**config.mk**
```make
export PLATFORM = sky130hd
export DESIGN_NAME = scg_clock_gate
export DESIGN_NICKNAME = d
export VERILOG_FILES = /design/src/rtl/scg_clock_gate.v
export VERILOG_INCLUDE_DIRS = /design/src /design/src/rtl
export SDC_FILE = /design/constraint.sdc
export NUM_CORES = 1
export LEC_CHECK = 0
export BUFFER_PORTS_ARGS = -buffer_cell sky130_fd_sc_hd__buf_2
export CAP_MARGIN = 25
export CORE_UTILIZATION = 25
export CTS_CLUSTER_SIZE = 12
export DETAILED_ROUTE_END_ITERATION = 12
export GPL_TIMING_DRIVEN = 0
export PLACE_DENSITY = 0.45
export SYNTH_ARGS = -nofsm -noshare
export SYNTH_HDL_FRONTEND = slang
export SYNTH_SLANG_ARGS = --single-unit
```
**constraint.sdc**
```tcl
create_clock -name ref_clk -period 4.2 [get_ports ref_clk]
set_input_delay 0.21 -clock ref_clk [delete_from_list [all_inputs] [get_ports ref_clk]]
set_output_delay 0.21 -clock ref_clk [all_outputs]
set_load 0.02 [all_outputs]
```
**src/rtl/scg_map.vh**
```
// Register map, field positions and reset values of the sleep clock gating block
`ifndef SCG_MAP_VH
`define SCG_MAP_VH

// ----------------------------------------------------------------------------
// Register byte offsets
// ----------------------------------------------------------------------------
`define SCG_RUN_GATE_OFS 12'h100
`define SCG_SLEEP_GATE_OFS 12'h110
`define SCG_DEEP_GATE_OFS 12'h120
`define SCG_RUN_CFG_OFS 12'h180
`define SCG_INT_STATUS_OFS 12'h190
`define SCG_INT_MASK_OFS 12'h194

// ----------------------------------------------------------------------------
// Field positions in the gating registers
// ----------------------------------------------------------------------------
`define SCG_PWM_BIT 20
`define SCG_ADC_BIT 16
`define SCG_SPEED_HI 9
`define SCG_SPEED_LO 8
`define SCG_WDOG_BIT 3
`define SCG_GATE_MASK 32'h00110308

// Auto clock gating bit in the run configuration register
`define SCG_AUTO_GATE_BIT 0
`define SCG_CFG_MASK 32'h00000001

// Fault status bits: 0 watchdog, 1 converter, 2 modulator
`define SCG_INT_MASK_BITS 32'h00000007

// ----------------------------------------------------------------------------
// Reset values
// ----------------------------------------------------------------------------
`define SCG_GATE_RESET 32'h00000040
`define SCG_CFG_RESET 32'h00000000
`define SCG_INT_RESET 32'h00000000

// ----------------------------------------------------------------------------
// Converter sample speed codes
// ----------------------------------------------------------------------------
`define SCG_SPEED_500K 2'h2
`define SCG_SPEED_250K 2'h1
`define SCG_SPEED_125K 2'h0

`endif

```
**src/rtl/scg_clock_gate.v**
```verilog
// Sleep-mode clock gating control with APB register access and fault interrupt
`timescale 1ns/10ps
`include "scg_map.vh"

module scg_clock_gate #(
  parameter ADDR_WIDTH = 12,
  parameter UNITS = 3
) (
  input wire ref_clk,
  input wire rst_n,
  input wire psel,
  input wire penable,
  input wire pwrite,
  input wire [ADDR_WIDTH-1:0] paddr,
  input wire [31:0] pwdata,
  input wire [3:0] pstrb,
  output reg [31:0] prdata,
  output reg pready,
  output reg pslverr,
  input wire sleep_req,
  input wire deep_sleep_req,
  input wire [UNITS-1:0] unit_access,
  output reg [UNITS-1:0] unit_clk_en,
  output reg [UNITS-1:0] unit_fault,
  output reg [1:0] converter_sample_speed,
  output reg irq
);

  // --------------------------------------------------------------------------
  // Register storage
  // --------------------------------------------------------------------------
  reg [31:0] run_clock_gate_0;
  reg [31:0] sleep_clock_gate_0;
  reg [31:0] deep_sleep_clock_gate_0;
  reg [31:0] run_clock_configuration;
  reg [31:0] int_status;
  reg [31:0] int_mask;

  // --------------------------------------------------------------------------
  // Bus decode
  // --------------------------------------------------------------------------
  wire access_phase;
  wire commit;
  wire do_write;
  wire hit_run;
  wire hit_sleep;
  wire hit_deep;
  wire hit_cfg;
  wire hit_stat;
  wire hit_mask;
  wire mapped;
  wire [31:0] byte_mask;
  wire [ADDR_WIDTH-1:0] word_addr;

  assign access_phase = psel & penable;
  assign commit = access_phase & pready;
  assign do_write = commit & pwrite & ~pslverr;
  assign word_addr = {paddr[ADDR_WIDTH-1:2], 2'b00};
  assign hit_run = (word_addr == `SCG_RUN_GATE_OFS);
  assign hit_sleep = (word_addr == `SCG_SLEEP_GATE_OFS);
  assign hit_deep = (word_addr == `SCG_DEEP_GATE_OFS);
  assign hit_cfg = (word_addr == `SCG_RUN_CFG_OFS);
  assign hit_stat = (word_addr == `SCG_INT_STATUS_OFS);
  assign hit_mask = (word_addr == `SCG_INT_MASK_OFS);
  assign mapped = hit_run | hit_sleep | hit_deep | hit_cfg | hit_stat | hit_mask;
  assign byte_mask = {{8{pstrb[3]}}, {8{pstrb[2]}}, {8{pstrb[1]}}, {8{pstrb[0]}}};

  // --------------------------------------------------------------------------
  // Read data mux
  // --------------------------------------------------------------------------
  reg [31:0] next_rdata;

  always @* begin
    next_rdata = 32'h00000000;
    if (hit_run) begin
      next_rdata = run_clock_gate_0 & `SCG_GATE_MASK;
    end else if (hit_sleep) begin
      next_rdata = sleep_clock_gate_0 & `SCG_GATE_MASK;
    end else if (hit_deep) begin
      next_rdata = deep_sleep_clock_gate_0 & `SCG_GATE_MASK;
    end else if (hit_cfg) begin
      next_rdata = run_clock_configuration & `SCG_CFG_MASK;
    end else if (hit_stat) begin
      next_rdata = int_status & `SCG_INT_MASK_BITS;
    end else if (hit_mask) begin
      next_rdata = int_mask & `SCG_INT_MASK_BITS;
    end
  end

  // --------------------------------------------------------------------------
  // APB handshake: one wait cycle, then ready with data
  // --------------------------------------------------------------------------
  always @(posedge ref_clk) begin
    if (!rst_n) begin
      pready <= 1'b0;
      pslverr <= 1'b0;
      prdata <= 32'h00000000;
    end else if (commit) begin
      pready <= 1'b0;
      pslverr <= 1'b0;
      prdata <= 32'h00000000;
    end else if (access_phase) begin
      pready <= 1'b1;
      pslverr <= ~mapped;
      prdata <= (pwrite | ~mapped) ? 32'h00000000 : next_rdata;
    end
  end

  // --------------------------------------------------------------------------
  // Writable registers
  // --------------------------------------------------------------------------
  function [31:0] scg_merge;
    input [31:0] old_val;
    input [31:0] new_val;
    input [31:0] lanes;
    input [31:0] keep;
    begin
      scg_merge = ((old_val & ~lanes) | (new_val & lanes)) & keep;
    end
  endfunction

  // Reserved bits are never stored, so the printed reset value leaves them
  // clear on readback
  always @(posedge ref_clk) begin
    if (!rst_n) begin
      run_clock_gate_0 <= `SCG_GATE_RESET & `SCG_GATE_MASK;
      sleep_clock_gate_0 <= `SCG_GATE_RESET & `SCG_GATE_MASK;
      deep_sleep_clock_gate_0 <= `SCG_GATE_RESET & `SCG_GATE_MASK;
      run_clock_configuration <= `SCG_CFG_RESET;
      int_mask <= `SCG_INT_RESET;
    end else if (do_write) begin
      if (hit_run) begin
        run_clock_gate_0 <= scg_merge(run_clock_gate_0, pwdata, byte_mask,
          `SCG_GATE_MASK);
      end
      if (hit_sleep) begin
        sleep_clock_gate_0 <= scg_merge(sleep_clock_gate_0, pwdata, byte_mask,
          `SCG_GATE_MASK);
      end
      if (hit_deep) begin
        deep_sleep_clock_gate_0 <= scg_merge(deep_sleep_clock_gate_0, pwdata, byte_mask,
          `SCG_GATE_MASK);
      end
      if (hit_cfg) begin
        run_clock_configuration <= scg_merge(run_clock_configuration, pwdata, byte_mask,
          `SCG_CFG_MASK);
      end
      if (hit_mask) begin
        int_mask <= scg_merge(int_mask, pwdata, byte_mask, `SCG_INT_MASK_BITS);
      end
    end
  end

  // --------------------------------------------------------------------------
  // Power mode selection
  // --------------------------------------------------------------------------
  wire auto_clock_gating;
  reg [31:0] active_gate;

  assign auto_clock_gating = run_clock_configuration[`SCG_AUTO_GATE_BIT];

  always @* begin
    active_gate = run_clock_gate_0;
    if (auto_clock_gating) begin
      if (deep_sleep_req) begin
        active_gate = deep_sleep_clock_gate_0;
      end else if (sleep_req) begin
        active_gate = sleep_clock_gate_0;
      end
    end
  end

  // Per-unit gate bits: 0 watchdog, 1 converter, 2 modulator
  wire [UNITS-1:0] next_clk_en;

  assign next_clk_en[0] = active_gate[`SCG_WDOG_BIT];
  assign next_clk_en[1] = active_gate[`SCG_ADC_BIT];
  assign next_clk_en[2] = active_gate[`SCG_PWM_BIT];

  // --------------------------------------------------------------------------
  // Clock enables, sample speed and unit faults
  // --------------------------------------------------------------------------
  wire [UNITS-1:0] fault_event;

  genvar gi;
  generate
    for (gi = 0; gi < UNITS; gi = gi + 1) begin : g_unit
      assign fault_event[gi] = unit_access[gi] & ~unit_clk_en[gi];

      always @(posedge ref_clk) begin
        if (!rst_n) begin
          unit_clk_en[gi] <= 1'b0;
          unit_fault[gi] <= 1'b0;
        end else begin
          unit_clk_en[gi] <= next_clk_en[gi];
          unit_fault[gi] <= fault_event[gi];
        end
      end
    end
  endgenerate

  // Speed field follows the register in force for the present mode
  always @(posedge ref_clk) begin
    if (!rst_n) begin
      converter_sample_speed <= `SCG_SPEED_125K;
    end else begin
      converter_sample_speed <= active_gate[`SCG_SPEED_HI:`SCG_SPEED_LO];
    end
  end

  // --------------------------------------------------------------------------
  // Fault status and interrupt
  // --------------------------------------------------------------------------
  wire [31:0] status_clear;
  wire [31:0] status_set;
  wire [31:0] next_status;

  assign status_clear = (do_write & hit_stat) ? (pwdata & byte_mask) : 32'h00000000;
  assign status_set = {{(32-UNITS){1'b0}}, fault_event};
  // A fault in the same cycle as its clear stays set
  assign next_status = ((int_status & ~status_clear) | status_set) & `SCG_INT_MASK_BITS;

  always @(posedge ref_clk) begin
    if (!rst_n) begin
      int_status <= `SCG_INT_RESET;
      irq <= 1'b0;
    end else begin
      int_status <= next_status;
      irq <= |(next_status & int_mask);
    end
  end

endmodule // scg_clock_gate

```
# [After elaboration in Yosys (flattened, before gate mapping)]
# Index checks and enable logic that the tools add are counted.
[word_totals] register_bits=65 inputBits=58 out_inout_bits=43 word_cells=77
[classes] reduce_logical=7 n_mux=11 n_eq_ne=6 bitwise=36
[ops] operator="$mux 32" n=5
[ops] operator="$and 21x21->21" n=4
[ops] operator="$mux 21" n=3
[ops] operator="$or 21x21->21" n=3
[ops] operator="$eq 10x7->1 const B" n=6
[ops] operator="$reduce_or 32->1" n=1
[ops] operator="$not 21->21" n=1
[ops] operator="$reduce_and 2->1" n=5
[ops] operator="$and 1x1->1" n=9
[ops] operator="$and 3x3->3" n=3
[ops] operator="$mux 3" n=3
[ops] operator="$or 1x1->1" n=7
[ops] operator="$not 1->1" n=6
[ops] operator="$or 3x3->3" n=2
[ops] operator="$not 3->3" n=1
[ops] operator="$reduce_or 2->1" n=1

# [Logic depth before layout (Yosys ltp)]
# Gate-level depths: netlist of run 1.
[logic_depth] word_depth=11 mapped_depth=6

# [Worst setup path before layout of run 1]
# OpenSTA, ideal clock, no wires.
[synth_path] path_type="reg-to-reg" start="register pready" end="register irq" synth_period_minus_slack_ns=1.775 setup_time_ns=0.127 slack_ns=2.425 path_buffers=0 required_time_ns=4.073 arrival_ns=1.648 path_stages_with_launch=6 cell_sequence="dfxtp_1 and3_1 and4b_1 and4bb_4 a311oi_1 or3_1"
[synth_between] elab_chain_len=10
[synth_lines] item="start: declaration" line_no="scg_clock_gate.v:18" source="output reg pready,"
[synth_lines] item="start signal: assignment" line_no="scg_clock_gate.v:95" source="pready <= 1'b0;"
[synth_lines] item="start signal: assignment" line_no="scg_clock_gate.v:99" source="pready <= 1'b0;"
[synth_lines] item="start signal: assignment" line_no="scg_clock_gate.v:103" source="pready <= 1'b1;"
[synth_lines] item="$and 1x1->1" line_no="scg_clock_gate.v:56" source="assign commit = access_phase & pready;"
[synth_lines] item="$and 1x1->1 (2 in a row)" line_no="scg_clock_gate.v:57" source="assign do_write = commit & pwrite & ~pslverr;"
[synth_lines] item="$and 1x1->1" line_no="scg_clock_gate.v:218" source="assign status_clear = (do_write & hit_stat) ? (pwdata & byte_mask) : 32'h00000000;"
[synth_lines] item="$mux 3" line_no="scg_clock_gate.v:218"
[synth_lines] item="$not 3->3" line_no="scg_clock_gate.v:221" source="assign next_status = ((int_status & ~status_clear) | status_set) & `SCG_INT_MASK_BITS;"
[synth_lines] item="$and 3x3->3" line_no="scg_clock_gate.v:221"
[synth_lines] item="$or 3x3->3" line_no="scg_clock_gate.v:221"
[synth_lines] item="$and 3x3->3" line_no="scg_clock_gate.v:229" source="irq <= |(next_status & int_mask);"
[synth_lines] item="$reduce_or 32->1" line_no="scg_clock_gate.v:229"
[synth_lines] item="end signal: assignment" line_no="scg_clock_gate.v:229"
[synth_lines] item="end: declaration" line_no="scg_clock_gate.v:26" source="output reg irq"
# No other way between the ends.
# A chain may end at the register's enable or synchronous reset.

# [Final worst setup path of run 1]
# Ends and elaborated chain as after synthesis.

==> results.py, run 1 <==
metrics = {
    "status": {
        "outcome": "finished, final reports clean",
    },
    "final_layout": {
        "final_area_mm2": 0.002654,
        "nets": 377,
        "layout_common_cells": "44 x buf_2, 41 x dfxtp_1, 34 x nand2_1",
        "area_growth_pct": 27.23,
        "fillCellCount": 870,
        "n_antenna_cell": 0,
        "mostFrequentLayoutCell": "buf_2",
        "drive_gt1_frac": 0.2469,
    },
    "setup_path": {
        "path_class": "reg -> reg",
        "endpoint_kind": "flop",
        "cp_max_fo": 6,
        "worstReg2RegStart": "pready",
        "crit_start": "pready",
        "arrival_ps": 2070,
        "slowest_stage": "dfxtp_1",
        "critPathMaxStageDelay_ps": 430,
        "worstPathCellList": "and3_1 > and4b_1 > and4bb_4 > a311oi_1 > or3_1",
        "worstPathRequired_ps": 4370,
        "start_kind": "flop",
        "path_buf_inv": 0,
        "crit_family": "simple AND/OR/NAND/NOR gates",
    },
    "global_route": {
        "grt_max_degree": 14,
        "grt_pass1_wl_mm": 8.059,
        "overflow": 0,
        "grt_pass1_vias": 1603,
        "antenna_found_initial": 0,
        "grt_use_total": 0.1226,
    },
    "cts": {
        "clkTransAtPathRegs_ps": 80,
        "cts_sinks": 41,
        "ctsHoldBuffers": 0,
        "cts_setup_buffers": 0,
        "clockBufferDepth": 2,
        "cts_inserted_buffers": 5,
        "htreeDepth": 2,
        "worstSkewPairLatency_ps": 290,
        "cts_resized": 0,
        "cts_tree": "yes",
        "clk_root_buffer_cell": "clkbuf_8",
    },
    "synthesis": {
        "netlist_area_mm2": 0.002086,
        "synth_edf_count": 0,
        "avgSynthCellArea_um2": 8.513,
        "netlist_instances": 245,
        "ys_seq_area_frac": 0.3935,
        "synthDistinctLibCells": 39,
        "yosysWarningCount": 0,
        "ys_seq_elements": 41,
        "synth-async-reset-ratio": 0,
        "synthFlopType": "dfxtp_1",
    },
    "placed_design": {
        "io_buffers": 44,
        "place_hpwl_mm": 4.324,
        "placed_area_mm2": 0.002520,
        "gp_congestion": 0.7764,
    },
    "sta": {
        "period_needed_ps": 1895,
        "drv_slew": 0,
        "rsz0062_at_grt": "false",
        "finalCritPeriodShare": 0.4512,
        "fmax_mhz": 527.8,
        "finalSetupTns_ps": 0,
        "hold_viol": 0,
        "tightest_slew_ps": 855.0,
        "setup_violations": 0,
        "maxSlewHeadroom": 0.4256,
        "finClkSkew_ps": 5.005,
    },
    "die": {
        "row_count": 32,
        "initial_core_util": 0.2644,
        "die_x_um": 93.34,
        "die_area_mm2": 0.008712,
        "die_height_um": 93.34,
        "ioPinCount": 101,
        "core_area_mm2": 0.007888,
    },
    "worst_hold_path": {
        "min-delay-start": "pwdata[2]",
        "hold_class": "in -> reg",
    },
    "detailed_routing": {
        "ant_nets": 0,
        "wl_per_cell_um": 12.86,
        "wl_mm": 5.425,
        "via_per_inst": 4.325,
        "met1_length_mm": 2.618,
        "drc": 0,
        "met2_length_mm": 2.322,
        "first_iter_violations": 84,
        "top_layer": "met4",
        "wl_met3_um": 362,
        "drt_pass1_iterations": 4,
        "vias": 1825,
    },
    "run": {
        "drv_cap": 0,
    },
    "pwr": {
        "leakage_nw": 1.181,
        "peakVddDrop_mv": 0.1592,
        "power_density_mw_per_mm2": 331.2,
    },
}
[per-stage QoR]
step / power [mW] / util / std cells / hold WS [ps] / worst slack (ps)
after floorplan: 0.4823 / - / 268 / 314.1 / 2425
after global placement: 0.5137 / 0.3195 / 414 / 440.5 / 2238
after detailed placement: 0.5140 / 0.3195 / 414 / 443.7 / 2233
after CTS: 0.8919 / 0.3365 / 422 / 128.7 / 2342
after global routing: 0.9155 / 0.3365 / 422 / 135.1 / 2238
final: 0.8789 / 0.3365 / 422 / 144.1 / 2305
[power breakdown]
| part | switching (mW) | internal (mW) | leakage, nW |
|---|---|---|---|
| combinational | 0.0656 | 0.0412 | 0.781 |
| clock | 0.138 | 0.236 | 0.0681 |
| sequential | 0.00414 | 0.394 | 0.332 |
[kinds of logic after synthesis]
| family | synth area share |
|---|---|
| compound gates | 0.1080 |
| buf+inv | 0.1188 |
| mux | 0.1440 |
| flops | 0.3935 |
| simple gates | 0.2298 |
| xor+xnor | 0.004200 |
| other cells | 0.001798 |
[path summary, 6_finish.rpt]
| kind | slack [ps] | endpoint | depth (start not counted) |
|---|---|---|---|
| worst max-delay path | 2310 | irq | 5 |
| worst min-delay path | 140 | int_status[2] | 2 |
| worst max register to register | 2310 | irq | 5 |
| worst min register to register | 450 | prdata[3] | 2 |
[layer usage]
layer  up-vias  GRT usage
met5         -          0
met1       797     0.1623
li1        953          -
met4         0    0.05513
met3         9    0.02927
met2        66     0.1881
[Yosys cell counts, types with 3 or more instances]
cell,instances,share of area
dfxtp_1,41,0.39
inv_1,6,0.011
clkbuf_1,8,0.014
nor2_1,22,0.040
buf_1,4,0.0072
o21ai_0,12,0.029
nand4_1,8,0.024
nand3_1,8,0.019
nor2b_1,7,0.021
a211oi_1,4,0.014
a31oi_1,3,0.0090
nand2_1,34,0.061
mux2i_1,30,0.14
buf_4,24,0.086
nor4_1,3,0.0090
[area by class of cell]
type	instances	area (um2)	area share
multi-input cells	185	1104	0.4158
flip-flops and latches	41	820.8	0.3093
plain buffers	36	225.2	0.08487
repair buffers	44	220.2	0.08298
well taps	102	127.6	0.04809
clock buffers	5	68.82	0.02593
clock inverters	3	65.06	0.02452
inverters	6	22.52	0.008487
No activity file was read; power rests on OpenSTA's default activity.
==> run 2, diff against run 1 <==
--- a/config.mk
+++ b/config.mk
@@ -6,13 +6,14 @@
 export SDC_FILE = /design/constraint.sdc
 export NUM_CORES = 1
 export LEC_CHECK = 0
+export ABC_AREA = 1
 export BUFFER_PORTS_ARGS = -buffer_cell sky130_fd_sc_hd__buf_2
 export CAP_MARGIN = 25
 export CORE_UTILIZATION = 25
 export CTS_CLUSTER_SIZE = 12
 export DETAILED_ROUTE_END_ITERATION = 12
 export GPL_TIMING_DRIVEN = 0
-export PLACE_DENSITY = 0.45
+export PLACE_DENSITY = 0.46
 export SYNTH_ARGS = -nofsm -noshare
 export SYNTH_HDL_FRONTEND = slang
 export SYNTH_SLANG_ARGS = --single-unit
==> constraint.sdc (replaced) <==
create_clock -name ref_clk -period 1.53 [get_ports ref_clk]
set_input_delay 0.0765 -clock ref_clk [delete_from_list [all_inputs] [get_ports ref_clk]]
set_output_delay 0.0765 -clock ref_clk [all_outputs]
set_load 0.02 [all_outputs]
==> results.py, run 2 <==
metrics = {
    "synthesis": {
        "ys_seq_elements": 41,
        "yosysWarningCount": 0,
        "ys_seq_area_frac": 0.3719,
        "synth.most_common_cell": "nor2_1",
        "synth_area_leaders": "dfxtp_1 37%, buf_4 8.2%, nor2_1 7.3%, inv_1 7.0%, nand2_1 6.8%",
        "synthFlopType": "dfxtp_1",
        "synth_edf_count": 0,
        "netlist_instances": 316,
        "synth-async-reset-ratio": 0,
        "synthTopCellsByCount": "43 x nor2_1, 41 x dfxtp_1, 41 x inv_1",
        "avgSynthCellArea_um2": 6.985,
        "netlist_area_mm2": 0.002207,
        "yosys.area.top_type": "dfxtp_1",
        "synth_top_area_share": 0.3719,
        "synthDistinctLibCells": 26,
    },
    "cts": {
        "htreeDepth": 2,
        "clkTransAtPathRegs_ps": 70,
        "cts_inserted_buffers": 5,
        "clockBufferDepth": 2,
        "cts_tree": "yes",
        "cts_resized": 0,
        "cts_sinks": 41,
        "worstSkewPairLatency_ps": 290,
        "clk_root_buffer_cell": "clkbuf_8",
        "ctsHoldBuffers": 0,
    },
    "final_layout": {
        "drive_gt1_frac": 0.2449,
        "nets": 454,
        "mostFrequentLayoutCell": "buf_2",
        "area_growth_pct": 25.34,
        "n_antenna_cell": 0,
        "final_area_mm2": 0.002766,
        "layout_common_cells": "48 x buf_2, 43 x nor2_1, 41 x inv_1, 41 x dfxtp_1, 40 x nand2_1",
    },
    "detailed_routing": {
        "wl_mm": 5.899,
        "drt_pass1_iterations": 4,
        "drc": 0,
        "vias": 2178,
        "wl_per_cell_um": 11.77,
        "first_iter_violations": 85,
        "ant_nets": 0,
        "via_per_inst": 4.347,
    },
    "placed_design": {
        "place_hpwl_mm": 4.708,
        "placed_area_mm2": 0.002665,
        "io_buffers": 48,
        "gp_congestion": 0.8152,
    },
    "setup_path": {
        "worstReg2RegStart": "pready",
        "arrival_ps": 1510,
        "r2r_end": "irq",
        "cpMostUsedCell": "nand2_1",
        "slowest_stage": "dfxtp_1",
        "path_class": "reg -> reg",
        "ff2ff_setup_slack_ps": 190,
        "start_kind": "flop",
        "cp_max_fo": 5,
        "rr_worst_depth": 9,
        "worstPathRequired_ps": 1700,
        "critPathMaxStageDelay_ps": 360,
        "worstPathCellList": "nand2_1 > nor2_4 > nand2_2 > nor2_1 > nand2_1 > nand2_1 > nand2_1 > nand2_1 > nand3_1",
        "endpoint_kind": "flop",
    },
    "run": {
        "drv_cap": 0,
    },
    "die": {
        "row_count": 33,
        "die_x_um": 95.96,
        "die_height_um": 95.96,
        "core_area_mm2": 0.008382,
        "initial_core_util": 0.2633,
        "die_area_mm2": 0.009208,
        "ioPinCount": 101,
    },
    "sta": {
        "fmax_mhz": 745.7,
        "setup_violations": 0,
        "finClkSkew_ps": 8.296,
        "period_needed_ps": 1341,
        "hold_viol": 0,
        "tightest_slew_ps": 630.7,
        "finalSetupTns_ps": 0,
        "finalCritPeriodShare": 0.8764,
        "drv_slew": 0,
        "maxSlewHeadroom": 0.5780,
        "rsz0062_at_grt": "false",
    },
    "worst_hold_path": {
        "hold_class": "in -> reg",
        "min-delay-start": "unit_access[1]",
        "worstHoldPathCells": 3,
        "hold_path_end": "unit_fault[1]",
    },
    "global_route": {
        "grt.met2_usage": 0.2482,
        "grt_pass1_vias": 2031,
        "grtUsageMet3": 0.03002,
        "met1_usage": 0.1738,
        "antenna_found_initial": 0,
        "grt_use_total": 0.1405,
        "grt_max_degree": 12,
        "busiest_layer": "met2",
        "grt_pass1_wl_mm": 9.825,
        "overflow": 0,
    },
    "pwr": {
        "power_density_mw_per_mm2": 761.5,
        "peakVddDrop_mv": 0.3177,
        "leakage_nw": 1.303,
    },
    "status": {
        "outcome": "finished, final reports clean",
    },
}
run 2: cell count changes after synthesis, sizes merged, moves of 3 or more:
cell / before / now
nor2: 23 / 51
a21oi: 2 / 22
buf: 28 / 25
clkbuf: 8 / 4
nor4: 3 / 0
nand4: 8 / 17
nor3: 2 / 6
inv: 6 / 44
nor2b: 7 / 0
nand2: 34 / 44
nand3: 8 / 31
a211oi: 4 / 13
mux2i: 30 / 0
run 2: cells by family after synthesis:
family | after synthesis | share of synthesized area
and+or+nand+nor | 150 | 0.3277
buffers and inverters | 74 | 0.1667
AOI/OAI and AO/OA | 50 | 0.1321
DFF | 41 | 0.3719
other | 1 | 0.001699
run 2: worst max-delay path: cells and delay by family (launching register included):
kind	cells	cell delay, ps
AND/OR/NAND/NOR	9	880
flip-flops	1	360
run 2: layout make-up:
| type | instances | area [um2] |
|---|---|---|
| Fill cell | 944 | 5615 |
| Multi-Input combinational cell | 224 | 1105 |
| Sequential cell | 41 | 820.8 |
| Timing Repair Buffer | 50 | 255.2 |
| Buffer | 29 | 198.9 |
| Inverter | 45 | 168.9 |
| Tap cell | 105 | 131.4 |
| Clock buffer | 7 | 86.33 |
run 2: timing repair:
action,4_1_cts,5_1_grt
setup endpoints to repair,0,5
hold endpoints to repair,0,0
setup buffers,0,2
run 2: through the flow:
step | instances | util | setup WS (ps) | hold slack (ps) | power, mW
after CTS | 499 | 0.3283 | 58.22 | 21.94 | 2.129
final | 501 | 0.3300 | 189.0 | 27.18 | 2.107
after detailed placement | 492 | 0.3180 | -28.32 | 330.6 | 1.407
after global routing | 501 | 0.3300 | 34.03 | 26.98 | 2.220
after floorplan | 339 | - | 182.6 | 205.2 | 1.314
after global placement | 492 | 0.3180 | -8.382 | 319.9 | 1.405
run 2: power breakdown:
| group | internal (mW) | switching, mW |
|---|---|---|
| Combinational | 0.102 | 0.193 |
| Sequential | 1.08 | 0.00691 |
| Clock | 0.358 | 0.366 |
run 2: layer usage:
layer / up-vias / wire (um)
li1: 1150 / -
met1: 969 / 2603
met2: 53 / 2893
met3: 6 / 339
met4: 0 / 63
met5: - / 0
run 2: worst max path at each step:
stage | to | from
after floorplan | irq | pready
after global placement | flop | paddr[3]
after detailed placement | flop | paddr[3]
after CTS | irq | pslverr
after global routing | flop | pready
final | irq | pready
